==> src/cotp_pkg.sv <==
// constants shared by the operand transfer engine
// assumes one 100 MHz clock domain, AHB-Lite register port
package cotp_pkg;
  // register byte offsets
  localparam logic [7:0] REG_CTRL = 8'h00;
  localparam logic [7:0] REG_OPWORD = 8'h04;
  localparam logic [7:0] REG_SCAN_PROGRAM_COUNTER = 8'h08;
  localparam logic [7:0] REG_STATUS = 8'h0c;
  localparam logic [7:0] REG_TEMPEA = 8'h10;
  localparam logic [7:0] REG_RFIDX = 8'h14;
  localparam logic [7:0] REG_RFDATA = 8'h18;
  // control word fields
  localparam int CTL_LEN_LSB = 0;
  localparam int CTL_CLS_LSB = 8;
  localparam int CTL_DR_BIT = 11;
  localparam int CTL_CA_BIT = 12;
  localparam int CTL_KIND_LSB = 13;
  localparam int CTL_COND_BIT = 16;
  localparam int CTL_SUP_BIT = 17;
  localparam int CTL_W = 18;
  // status word fields
  localparam int STS_BUSY_BIT = 0;
  localparam int STS_RES_LSB = 1;
  localparam int STS_TVAL_BIT = 3;
  // reset value, abort mask word, stack pointer register number
  localparam logic [31:0] SCAN_PROGRAM_COUNTER_RST = 32'h0000_0000;
  localparam logic [31:0] ABORT_MASK = 32'h0000_0001;
  localparam logic [2:0] SP_REG_NUM = 3'h7;
  // function codes
  localparam logic [2:0] FC_USER_DATA = 3'h1;
  localparam logic [2:0] FC_USER_PROG = 3'h2;
  localparam logic [2:0] FC_SUP_DATA = 3'h5;
  localparam logic [2:0] FC_SUP_PROG = 3'h6;
  // result codes
  localparam logic [1:0] RES_OK = 2'h0;
  localparam logic [1:0] RES_PV = 2'h1;
  localparam logic [1:0] RES_FLINE = 2'h2;
  // valid address classes
  localparam logic [2:0] CLS_CTRL_ALT = 3'h0;
  localparam logic [2:0] CLS_DATA_ALT = 3'h1;
  localparam logic [2:0] CLS_MEM_ALT = 3'h2;
  localparam logic [2:0] CLS_ALT = 3'h3;
  localparam logic [2:0] CLS_CTRL = 3'h4;
  localparam logic [2:0] CLS_DATA = 3'h5;
  localparam logic [2:0] CLS_MEM = 3'h6;
  localparam logic [2:0] CLS_ANY = 3'h7;
  typedef enum logic [1:0] {
    KIND_EVAL = 2'h0, KIND_WPREV = 2'h1, KIND_TAKE = 2'h2
  } cotp_kind_t;
  typedef enum logic [2:0] {
    SP_MEM = 3'h0, SP_IFETCH = 3'h1, SP_CIR_OPND = 3'h2,
    SP_CIR_OPADDR = 3'h3, SP_CIR_CTRL = 3'h4
  } cotp_space_t;
  typedef enum logic [10:0] {
    ST_IDLE = 11'h001, ST_CHECK = 11'h002, ST_RDREG = 11'h004,
    ST_EXT = 11'h008, ST_RDX = 11'h010, ST_CALC = 11'h020,
    ST_SRC = 11'h040, ST_DST = 11'h080, ST_POST = 11'h100,
    ST_TAKEA = 11'h200, ST_ABORT = 11'h400
  } cotp_st_t;
endpackage

==> src/cotp_ea_class.sv <==
// addressing mode classifier for the operand engine
// assumes mode and register fields are stable while read
`timescale 1ns/1ps
module cotp_ea_class import cotp_pkg::*; (
  // mode under test
  input wire logic [2:0] mode,
  input wire logic [2:0] rnum,
  input wire logic [2:0] cls,
  // verdicts
  output logic class_ok,
  output logic alterable,
  output logic reg_direct,
  output logic immediate
);
  ////////////////////////////////////////////////////////////////
  // membership per mode; modes 7/5..7/7 belong to no class
  always_comb begin
    logic valid, dn, an, pcrel, data_m, mem_m, ctl_m;
    valid = !(mode == 3'h7 && rnum > 3'h4);
    dn = (mode == 3'h0);
    an = (mode == 3'h1);
    pcrel = (mode == 3'h7) && (rnum == 3'h2 || rnum == 3'h3);
    immediate = (mode == 3'h7) && (rnum == 3'h4);
    reg_direct = dn || an;
    alterable = valid && !pcrel && !immediate;
    data_m = valid && !an;
    mem_m = valid && !dn && !an;
    ctl_m = mem_m && mode != 3'h3 && mode != 3'h4 && !immediate;
    case (cls)
      CLS_CTRL_ALT: class_ok = ctl_m && alterable;
      CLS_DATA_ALT: class_ok = data_m && alterable;
      CLS_MEM_ALT: class_ok = mem_m && alterable;
      CLS_ALT: class_ok = alterable;
      CLS_CTRL: class_ok = ctl_m;
      CLS_DATA: class_ok = data_m;
      CLS_MEM: class_ok = mem_m;
      default: class_ok = valid;
    endcase
  end
endmodule

==> src/cotp_regfile.sv <==
// programming-model registers: d0..d7 at 0..7, a0..a7 at 8..15
// assumes one write and one read port; read data is registered
`timescale 1ns/1ps
module cotp_regfile (
  // clock and reset
  input wire logic hclk,
  input wire logic hresetn,
  // write port
  input wire logic we,
  input wire logic [3:0] waddr,
  input wire logic [31:0] wdata,
  // read port
  input wire logic [3:0] raddr,
  output logic [31:0] rdata
);
  typedef struct packed {
    logic [15:0][31:0] mem;
    logic [31:0] rdata;
  } cotp_rf_t;
  cotp_rf_t s, n;
  ////////////////////////////////////////////////////////////////
  // read sees the old word on a same-address write
  always_comb begin
    n = s;
    n.rdata = s.mem[raddr];
    if (we) begin
      n.mem[waddr] = wdata;
    end
  end
  always_ff @(posedge hclk or negedge hresetn) begin
    if (!hresetn) begin
      s <= '0;
    end else begin
      s <= n;
    end
  end
  assign rdata = s.rdata;
endmodule

==> src/cotp_engine.sv <==
// operand transfer engine: evaluate-and-transfer, write-to-previous,
// take-address primitives, driven over an AHB-Lite register port
// assumes the transfer port partner pulses xf_ack once per request
`timescale 1ns/1ps
// Contract
// - evaluate-transfer in conditional category: protocol violation
// - three-bit class field selects allowed modes
// - mode outside class: abort mask, F-line
// - write to unalterable address: protocol violation
// - register direct allows lengths 1,2,4 only
// - memory modes take lengths 0 to 255
// - immediate: one or even, toward coprocessor
// - extension words at scan counter, step two
// - direction bit: 0 to coprocessor, 1 from
// - predecrement first; stack byte steps two
// - postincrement after; stack byte steps two
// - every issue recomputes address, fresh words
// - address register sign-extends, data merges low
// - write-previous: general only, lengths 0 to 255
// - write-previous uses stored temporary address
// - write-previous: supervisor-bit space, no checks
// - long parts ascending, short remainder last
// - write-previous leaves programming registers untouched
// - taken address never replaces stored address
// - ordinary interruptible cycles, arbitration allowed between
// - take-address: conditional needs come-again bit
// - take-address: 32-bit address, long parts ascending
// - take-address space follows supervisor bit
module cotp_engine import cotp_pkg::*; (
  // clock and reset
  input wire logic hclk,
  input wire logic hresetn,
  // ahb-lite slave
  input wire logic hsel,
  input wire logic [31:0] haddr,
  input wire logic [1:0] htrans,
  input wire logic hwrite,
  input wire logic [2:0] hsize,
  input wire logic [31:0] hwdata,
  input wire logic hready,
  output logic hreadyout,
  output logic hresp,
  output logic [31:0] hrdata,
  // transfer port to memory, instruction stream and interface regs
  output logic xf_req,
  output logic [2:0] xf_space,
  output logic xf_we,
  output logic [31:0] xf_addr,
  output logic [2:0] xf_size,
  output logic [2:0] xf_fc,
  output logic [31:0] xf_wdata,
  input wire logic xf_ack,
  input wire logic [31:0] xf_rdata
);
  typedef struct packed {
    cotp_st_t st;
    cotp_kind_t kind;
    logic [7:0] len;
    logic [2:0] cls;
    logic dr, ca, cond, sup;
    logic [5:0] opword;
    logic [CTL_W-1:0] ctrl;
    logic [31:0] scan_pc, temp_ea, ea, hold, regval;
    logic temp_valid;
    logic [7:0] remain;
    logic [1:0] ext_cnt, result;
    logic [3:0] rfidx;
    logic xf_req, xf_we;
    cotp_space_t xf_space;
    logic [31:0] xf_addr, xf_wdata;
    logic [2:0] xf_size, xf_fc;
    logic rdy;
    logic [31:0] hrdata;
    logic [7:0] baddr;
    logic bwr;
    logic rf_we;
    logic [3:0] rf_waddr;
    logic [31:0] rf_wdata;
  } cotp_state_t;
  cotp_state_t s, n;
  logic [31:0] rf_rdata;
  logic [3:0] rf_raddr;
  logic class_ok, alterable, regdir, imm;
  logic [2:0] mode, rnum;
  logic is_rd, is_im;
  logic [7:0] part, impart, adj;
  logic [2:0] fc_data;
  ////////////////////////////////////////////////////////////////
  // helpers
  assign mode = s.opword[5:3];
  assign rnum = s.opword[2:0];
  assign is_rd = (s.kind == KIND_EVAL) && regdir;
  assign is_im = (s.kind == KIND_EVAL) && imm;
  assign part = (s.remain >= 8'h04) ? 8'h04 : s.remain;
  assign impart = (s.remain >= 8'h02) ? 8'h02 : 8'h01;
  // stack pointer keeps word alignment on byte operands
  assign adj = (s.len == 8'h01 && rnum == SP_REG_NUM) ? 8'h02 : s.len;
  assign fc_data = s.sup ? FC_SUP_DATA : FC_USER_DATA;
  // index register number sits in the extension word
  assign rf_raddr = (s.st == ST_RDX) ? s.hold[15:12] :
    (s.st == ST_IDLE) ? s.rfidx : {mode != 3'h0, rnum};
  ////////////////////////////////////////////////////////////////
  // submodules
  cotp_ea_class u_cls (
    .mode(mode),
    .rnum(rnum),
    .cls(s.cls),
    .class_ok(class_ok),
    .alterable(alterable),
    .reg_direct(regdir),
    .immediate(imm)
  );
  cotp_regfile u_rf (
    .hclk(hclk),
    .hresetn(hresetn),
    .we(s.rf_we),
    .waddr(s.rf_waddr),
    .wdata(s.rf_wdata),
    .raddr(rf_raddr),
    .rdata(rf_rdata)
  );
  ////////////////////////////////////////////////////////////////
  // next state: bus slave and engine
  always_comb begin
    logic [31:0] cea, xv;
    cea = s.ea;
    xv = s.hold[11] ? rf_rdata : {{16{rf_rdata[15]}}, rf_rdata[15:0]};
    n = s;
    n.rf_we = 1'b0;
    n.rdy = 1'b1;
    n.bwr = 1'b0;
    // address phase: read data is prepared here so it leaves a flop
    if (hsel && htrans[1] && hready) begin
      n.baddr = haddr[7:0];
      n.bwr = hwrite;
      if (haddr[7:0] == REG_CTRL) begin
        n.hrdata = {14'h0, s.ctrl};
      end else if (haddr[7:0] == REG_OPWORD) begin
        n.hrdata = {26'h0, s.opword};
      end else if (haddr[7:0] == REG_SCAN_PROGRAM_COUNTER) begin
        n.hrdata = s.scan_pc;
      end else if (haddr[7:0] == REG_STATUS) begin
        n.hrdata = {28'h0, s.temp_valid, s.result, s.st != ST_IDLE};
      end else if (haddr[7:0] == REG_TEMPEA) begin
        n.hrdata = s.temp_ea;
      end else if (haddr[7:0] == REG_RFIDX) begin
        n.hrdata = {28'h0, s.rfidx};
      end else if (haddr[7:0] == REG_RFDATA) begin
        n.hrdata = rf_rdata;
      end else begin
        n.hrdata = 32'h0;
      end
    end
    // data phase writes; setup registers are frozen while busy
    if (s.bwr && s.st == ST_IDLE) begin
      if (s.baddr == REG_CTRL) begin
        n.ctrl = hwdata[CTL_W-1:0];
        n.len = hwdata[CTL_LEN_LSB +: 8];
        n.cls = hwdata[CTL_CLS_LSB +: 3];
        n.dr = hwdata[CTL_DR_BIT];
        n.ca = hwdata[CTL_CA_BIT];
        n.kind = cotp_kind_t'(hwdata[CTL_KIND_LSB +: 2]);
        n.cond = hwdata[CTL_COND_BIT];
        n.sup = hwdata[CTL_SUP_BIT];
        n.st = ST_CHECK;
      end else if (s.baddr == REG_OPWORD) begin
        n.opword = hwdata[5:0];
      end else if (s.baddr == REG_SCAN_PROGRAM_COUNTER) begin
        n.scan_pc = hwdata;
      end else if (s.baddr == REG_RFIDX) begin
        n.rfidx = hwdata[3:0];
      end else if (s.baddr == REG_RFDATA) begin
        n.rf_we = 1'b1;
        n.rf_waddr = s.rfidx;
        n.rf_wdata = hwdata;
      end
    end
    case (s.st)
      ST_CHECK: begin
        n.st = ST_IDLE;
        n.result = RES_PV;
        if (s.kind == KIND_EVAL) begin
          if (s.cond) begin
          end else if (!class_ok) begin
            n.st = ST_ABORT;
            n.result = RES_OK;
          end else if (s.dr && !alterable) begin
          end else if (regdir && !(s.len == 8'h01 || s.len == 8'h02 ||
              s.len == 8'h04)) begin
          end else if (imm && (s.dr || (s.len != 8'h01 && s.len[0]))) begin
          end else begin
            n.st = ST_RDREG;
            n.result = RES_OK;
          end
        end else if (s.kind == KIND_WPREV) begin
          if (!s.cond) begin
            n.ea = s.temp_ea;
            n.dr = 1'b1;
            n.remain = s.len;
            n.st = ST_SRC;
            n.result = RES_OK;
          end
        end else if (s.kind == KIND_TAKE) begin
          if (!(s.cond && !s.ca)) begin
            n.st = ST_TAKEA;
            n.result = RES_OK;
          end
        end
      end
      ST_RDREG: begin
        n.regval = rf_rdata;
        n.ea = rf_rdata;
        n.ext_cnt = 2'h1;
        n.remain = s.len;
        if (mode == 3'h0 || mode == 3'h1) begin
          n.temp_valid = 1'b0;
          n.st = ST_SRC;
        end else if (mode == 3'h4) begin
          n.ea = rf_rdata - {24'h0, adj};
          n.st = ST_CALC;
        end else if (mode == 3'h2 || mode == 3'h3) begin
          n.st = ST_CALC;
        end else if (imm) begin
          n.st = ST_SRC;
        end else begin
          n.ext_cnt = (mode == 3'h7 && rnum == 3'h1) ? 2'h2 : 2'h1;
          n.st = ST_EXT;
        end
      end
      ST_EXT: begin
        if (!s.xf_req) begin
          n.xf_req = 1'b1;
          n.xf_we = 1'b0;
          n.xf_space = SP_IFETCH;
          n.xf_addr = s.scan_pc;
          n.xf_size = 3'h2;
          n.xf_fc = s.sup ? FC_SUP_PROG : FC_USER_PROG;
        end else if (xf_ack) begin
          n.xf_req = 1'b0;
          n.hold = {s.hold[15:0], xf_rdata[15:0]};
          n.scan_pc = s.scan_pc + 32'h2;
          n.ext_cnt = s.ext_cnt - 2'h1;
          if (s.ext_cnt == 2'h1) begin
            n.st = (mode == 3'h6 || (mode == 3'h7 && rnum == 3'h3)) ? ST_RDX : ST_CALC;
          end
        end
      end
      ST_RDX: begin
        n.st = ST_CALC;
      end
      ST_CALC: begin
        if (mode == 3'h5) begin
          cea = s.regval + {{16{s.hold[15]}}, s.hold[15:0]};
        end else if (mode == 3'h6) begin
          cea = s.regval + {{24{s.hold[7]}}, s.hold[7:0]} + xv;
        end else if (mode == 3'h7 && rnum == 3'h0) begin
          cea = {{16{s.hold[15]}}, s.hold[15:0]};
        end else if (mode == 3'h7 && rnum == 3'h1) begin
          cea = s.hold;
        end else if (mode == 3'h7 && rnum == 3'h2) begin
          cea = s.scan_pc - 32'h2 + {{16{s.hold[15]}}, s.hold[15:0]};
        end else if (mode == 3'h7 && rnum == 3'h3) begin
          cea = s.scan_pc - 32'h2 + {{24{s.hold[7]}}, s.hold[7:0]} + xv;
        end
        n.ea = cea;
        n.temp_ea = cea;
        n.temp_valid = 1'b1;
        if (mode == 3'h4) begin
          n.rf_we = 1'b1;
          n.rf_waddr = {1'b1, rnum};
          n.rf_wdata = cea;
        end
        n.st = ST_SRC;
      end
      ST_SRC: begin
        if (s.remain == 8'h00) begin
          n.st = ST_POST;
        end else if (is_rd && !s.dr) begin
          n.hold = s.regval;
          n.st = ST_DST;
        end else if (!s.xf_req) begin
          n.xf_req = 1'b1;
          n.xf_we = 1'b0;
          n.xf_space = is_im ? SP_IFETCH : s.dr ? SP_CIR_OPND : SP_MEM;
          n.xf_addr = is_im ? s.scan_pc : s.ea;
          n.xf_size = is_im ? 3'h2 : is_rd ? s.len[2:0] : part[2:0];
          n.xf_fc = is_im ? (s.sup ? FC_SUP_PROG : FC_USER_PROG) : fc_data;
        end else if (xf_ack) begin
          n.xf_req = 1'b0;
          n.hold = xf_rdata;
          if (is_im) begin
            n.scan_pc = s.scan_pc + 32'h2;
          end
          n.st = ST_DST;
        end
      end
      ST_DST: begin
        if (is_rd && s.dr) begin
          n.rf_we = 1'b1;
          n.rf_waddr = {mode == 3'h1, rnum};
          if (s.len == 8'h04) begin
            n.rf_wdata = s.hold;
          end else if (mode == 3'h1) begin
            n.rf_wdata = (s.len == 8'h01) ? {{24{s.hold[7]}}, s.hold[7:0]} :
              {{16{s.hold[15]}}, s.hold[15:0]};
          end else begin
            n.rf_wdata = (s.len == 8'h01) ? {s.regval[31:8], s.hold[7:0]} :
              {s.regval[31:16], s.hold[15:0]};
          end
          n.remain = 8'h00;
          n.st = ST_SRC;
        end else if (!s.xf_req) begin
          n.xf_req = 1'b1;
          n.xf_we = 1'b1;
          n.xf_space = s.dr ? SP_MEM : SP_CIR_OPND;
          n.xf_addr = s.ea;
          n.xf_size = is_rd ? s.len[2:0] : is_im ? impart[2:0] : part[2:0];
          n.xf_wdata = s.hold;
          n.xf_fc = fc_data;
        end else if (xf_ack) begin
          n.xf_req = 1'b0;
          n.ea = s.ea + {24'h0, part};
          n.remain = is_rd ? 8'h00 : is_im ? s.remain - impart : s.remain - part;
          n.st = ST_SRC;
        end
      end
      ST_POST: begin
        if (s.kind == KIND_EVAL && mode == 3'h3) begin
          n.rf_we = 1'b1;
          n.rf_waddr = {1'b1, rnum};
          n.rf_wdata = s.regval + {24'h0, adj};
        end
        n.st = ST_IDLE;
      end
      ST_TAKEA: begin
        if (!s.xf_req) begin
          n.xf_req = 1'b1;
          n.xf_we = 1'b0;
          n.xf_space = SP_CIR_OPADDR;
          n.xf_size = 3'h4;
          n.xf_fc = fc_data;
        end else if (xf_ack) begin
          n.xf_req = 1'b0;
          n.ea = xf_rdata;
          n.remain = s.len;
          n.st = ST_SRC;
        end
      end
      ST_ABORT: begin
        if (!s.xf_req) begin
          n.xf_req = 1'b1;
          n.xf_we = 1'b1;
          n.xf_space = SP_CIR_CTRL;
          n.xf_size = 3'h2;
          n.xf_wdata = ABORT_MASK;
          n.xf_fc = fc_data;
        end else if (xf_ack) begin
          n.xf_req = 1'b0;
          n.result = RES_FLINE;
          n.st = ST_IDLE;
        end
      end
      default: begin
      end
    endcase
  end
  ////////////////////////////////////////////////////////////////
  // state register
  always_ff @(posedge hclk or negedge hresetn) begin
    if (!hresetn) begin
      s <= '0;
      s.st <= ST_IDLE;
      s.scan_pc <= SCAN_PROGRAM_COUNTER_RST;
    end else begin
      s <= n;
    end
  end
  assign hreadyout = s.rdy;
  assign hresp = 1'b0;
  assign hrdata = s.hrdata;
  assign xf_req = s.xf_req;
  assign xf_space = s.xf_space;
  assign xf_we = s.xf_we;
  assign xf_addr = s.xf_addr;
  assign xf_size = s.xf_size;
  assign xf_fc = s.xf_fc;
  assign xf_wdata = s.xf_wdata;

  wire chk_eval = s.st == ST_CHECK && s.kind == KIND_EVAL;
endmodule

==> config.mk <==
export PLATFORM = sky130hd
export DESIGN_NAME = cotp_engine
export DESIGN_NICKNAME = d
export VERILOG_FILES = /design/src/cotp_pkg.sv /design/src/cotp_ea_class.sv /design/src/cotp_regfile.sv /design/src/cotp_engine.sv
export SDC_FILE = /design/constraint.sdc
export NUM_CORES = 2
export LEC_CHECK = 0
export BUFFER_PORTS_ARGS = -buffer_cell sky130_fd_sc_hd__buf_2
export CAP_MARGIN = 20
export CORE_MARGIN = 2
export CORE_UTILIZATION = 50
export DETAILED_ROUTE_END_ITERATION = 6
export PLACE_DENSITY_LB_ADDON = 0.08
export SKIP_LAST_GASP = 1
export SLEW_MARGIN = 20
export SYNTH_ARGS = -nofsm -noshare
export SYNTH_HDL_FRONTEND = slang
export SYNTH_SLANG_ARGS = --single-unit
==> constraint.sdc <==
create_clock -name hclk -period 7.4 [get_ports hclk]
set_input_delay 1.48 -clock hclk [delete_from_list [all_inputs] [get_ports hclk]]
set_output_delay 1.48 -clock hclk [all_outputs]
set_load 0.005 [all_outputs]
==> flow_summary.yaml <==
place:
  post-place-cells: 7210
  place_area_um2: 58700
  port_buffers: 186
  dp_hpwl_um: 164000
  gp_congestion: 1.05
route:
  vias: 48500
  vias_per_cell: 6.55
  drc_errors: 16
  drt_iter0_drc: 5907
  routed_wl_um: 230000
  wl_per_cell_um: 31.0
  ant_nets: 0
  firstDrtPassIters: 7
critical_path:
  worstSetupPathType: "register to register"
  cp-start-kind: "register"
  arrival_ns: 7.30
  crit_required_ns: 8.08
  ff2ff_path_depth: 20
  crit_fanout: 10
  end_kind: "register"
  rr_startpoint: "s[302]$_DFF_PN0_"
  cp_top_family: "compound AO/OA/AOI/OAI gates"
  crit_chain: "or4_1, or3_1, nor4_4, buf_4, nand2_2, or3_1, or2_1, nor4_1, xor2_1, fa_1, ha_1, a21o_1, a211oi_1, o311ai_0, o211ai_1, xor2_1, nand2_1, a311oi_1, a211oi_1, o21a_1"
  critical_path_buf_inv_count: 1
  r2r_slack_ns: 0.78
  slowest_delay_ns: 0.87
  critPathSlowestCell: "a211oi_1"
  r2r_end: "s[264]$_DFFE_PN0P_"
grt:
  globalRouteOverflowTotal: 0
  grt_pass1_vias: 45400
  grt_use_met1_pct: 49.8
  grt_pass1_wl_um: 326000
  grt_usage_pct: 38.8
  antenna_found_initial: 14
  grt_util_met3_pct: 8.47
  grt_start_max_net_pins: 186
  use_met2_pct: 58.3
  grt_busiest_layer: "met2"
layout:
  seq_area_um2: 22800
  syn2layout_area_growth_pct: 9.64
  final_cells: 7414
  drive_gt1_share_pct: 19.1
  multiInputGateArea_um2: 31400
  design_area_um2: 62400
  nFillCells: 10400
  nNetsFinal: 6151
logic_synthesis:
  synthCells: 5887
  syn_area_per_cell_um2: 9.67
  yosysMostFrequentCell: "dfrtp_1"
  yosysWarnings: 0
  synth_seq_cells: 911
  yosysTopAreaCellShare_pct: 40.0
  netlist_area_um2: 56900
  yosysTopAreaCell: "dfrtp_1"
  synthFlopType: "dfrtp_1"
  yosysSeqAreaShare_pct: 40.1
  synth_enable_flop_cells: 0
  async_reset_ff_share_pct: 100
  synth_area_leaders: "dfrtp_1, mux2_2, mux2i_1, nand2_1, a21oi_1"
  ys_types: 98
  synth.top_cells.by_count: "dfrtp_1, nand2_1, mux2_2"
worst_hold_path:
  hp-start: "xf_we$_DFFE_PN0P_"
  hp-class: "register to register"
  hold_end: "xf_we$_DFFE_PN0P_"
  hold_path_depth: 2
clock_tree:
  cts_tree: "built"
  htreeDepth: 3
  cts_setup_buffers: 0
  root_buffer: "clkbuf_16"
  clk-insertion-delay-late_ns: 0.75
  clkTransAtPathRegs_ns: 0.06
  numCtsBuffers: 103
  cts_hold_buf: 0
  numClockSinks: 911
  cts_buffer_depth: 3
  post_cts_resized: 0
die:
  core_area_um2: 113000
  ios: 216
  fp.dieW_um: 341
  num_rows: 123
  dieArea_um2: 117000
  die_h_um: 341
  start_util_pct: 50.5
power_and_ir_drop:
  p_leak_nw: 30.5
  p_per_area_nw_per_um2: 173
  peakVddDrop_uv: 192
sta:
  setup_viol: 0
  maxSlewHeadroom_pct: 21.2
  fin_skew_ns: 0.0578
  fin_crit_sh_pct: 89.5
  clock.fmax_mhz: 151
  period_needed_ns: 6.62
  finalSetupTns_ns: 0
  worstMarginPinSlew_ns: 1.17
  drv_slew: 0
  rsz0062_at_grt: "false"
  hold_viol: 0
run:
  max_cap_violations: 0
outcome:
  status: "finished, violations left"
  violations: "DRC"
## final cells by class
type	count	share of cell area (%)
diodes	9	0.0361
clock buffers	155	4.89
clock inverters	37	0.884
well taps	1500	3.01
multi-input cells	4336	50.4
flip-flops and latches	911	36.5
inverters	132	0.794
repair buffers	334	3.47
## worst max-delay path by stage
stage,start,endpoint,slack [ns],cells after the start
after global placement,s[305]$_DFF_PN0_,s[264]$_DFFE_PN0P_,1.08,20
after detailed placement,s[302]$_DFF_PN0_,s[264]$_DFFE_PN0P_,1.05,20
after floorplan,s[210]$_DFFE_PN0P_,s[261]$_DFFE_PN0P_,1.32,15
final,s[302]$_DFF_PN0_,s[264]$_DFFE_PN0P_,0.78,20
after global routing,s[305]$_DFF_PN0_,s[264]$_DFFE_PN0P_,0.53,20
after CTS,s[305]$_DFF_PN0_,s[264]$_DFFE_PN0P_,0.99,20
## where the power goes
group          internal [mW]  switching, mW
clock network           3.15           2.29
registers               5.00         0.0263
logic                 0.0865          0.259
total                   8.25           2.57
## cell usage in the layout (no fill, tap or decap), types with 26 or more instances in the layout
master	synthesis	final
a211oi_1	290	288
ha_1	156	156
nand3_1	78	75
buf_2	26	185
inv_1	132	132
xnor2_1	142	142
mux2i_1	246	246
nand4_1	38	38
buf_4	114	138
or3_1	36	32
xor2_1	73	73
o22ai_1	44	44
nand2b_1	33	33
nor2_1	353	342
a222oi_1	29	29
nor3_1	81	79
and3_1	40	38
a221oi_1	30	30
clkbuf_8	1	26
nor2b_1	156	155
a21oi_1	437	435
a21o_1	70	70
dfrtp_1	910	908
a31oi_1	40	40
o211ai_1	38	38
clkbuf_16	0	104
o21ai_0	337	335
mux2_2	533	533
nand2_1	591	590
fa_1	70	70
## per-stage QoR
stage | hold slack [ns] | setup slack [ns] | total power, mW | utilization [%]
floorplan | 0.445 | 1.32 | 5.24 | -
global placement | 0.452 | 1.08 | 5.46 | 52.1
detailed placement | 0.460 | 1.05 | 5.46 | 52.1
CTS | 0.473 | 0.987 | 10.9 | 55.3
global route | 0.487 | 0.533 | 11.1 | 55.4
finish | 0.469 | 0.777 | 10.8 | 55.4
## worst reg2reg max path: stages (launching register included)
cell      delay, ns
dfrtp_1        0.58
or4_1          0.50
or3_1          0.37
nor4_4         0.15
buf_4          0.22
nand2_2        0.09
or3_1          0.43
or2_1          0.29
nor4_1         0.25
xor2_1         0.34
fa_1           0.48
ha_1           0.41
a21o_1         0.20
a211oi_1       0.35
o311ai_0       0.25
o211ai_1       0.18
xor2_1         0.10
nand2_1        0.10
a311oi_1       0.18
a211oi_1       0.87
o21a_1         0.24
## state kept, by name (all words and copies together) (netlist names)
name and flops:
rnum 3, xf_we 1, xf_size 3, u_rf.rdata 32, xf_space 3, xf_req 1, xf_wdata 32, u_rf.s 512
xf_addr 32, hrdata 32, hreadyout 1, mode 3, xf_fc 3, s 253
## logic make-up after synthesis
| group | count (synthesis) | synth area share [%] |
|---|---|---|
| and+or+nand+nor | 1549 | 12.9 |
| AOI/OAI and AO/OA | 1548 | 17.4 |
| DFF | 911 | 40.1 |
| muxes | 785 | 15.1 |
| buffers and inverters | 649 | 5.29 |
| adders and majority gates | 226 | 5.89 |
| xor gates and xnor gates | 217 | 3.37 |
| other | 2 | 0.0132 |
## per-layer routing
layer	up-vias	share of wire, %
met3	790	8.8
met1	24200	39
met4	2	8.7
met2	2512	43
li1	21000	-
met5	-	0.0065
No activity file was read; power rests on OpenSTA's default activity.
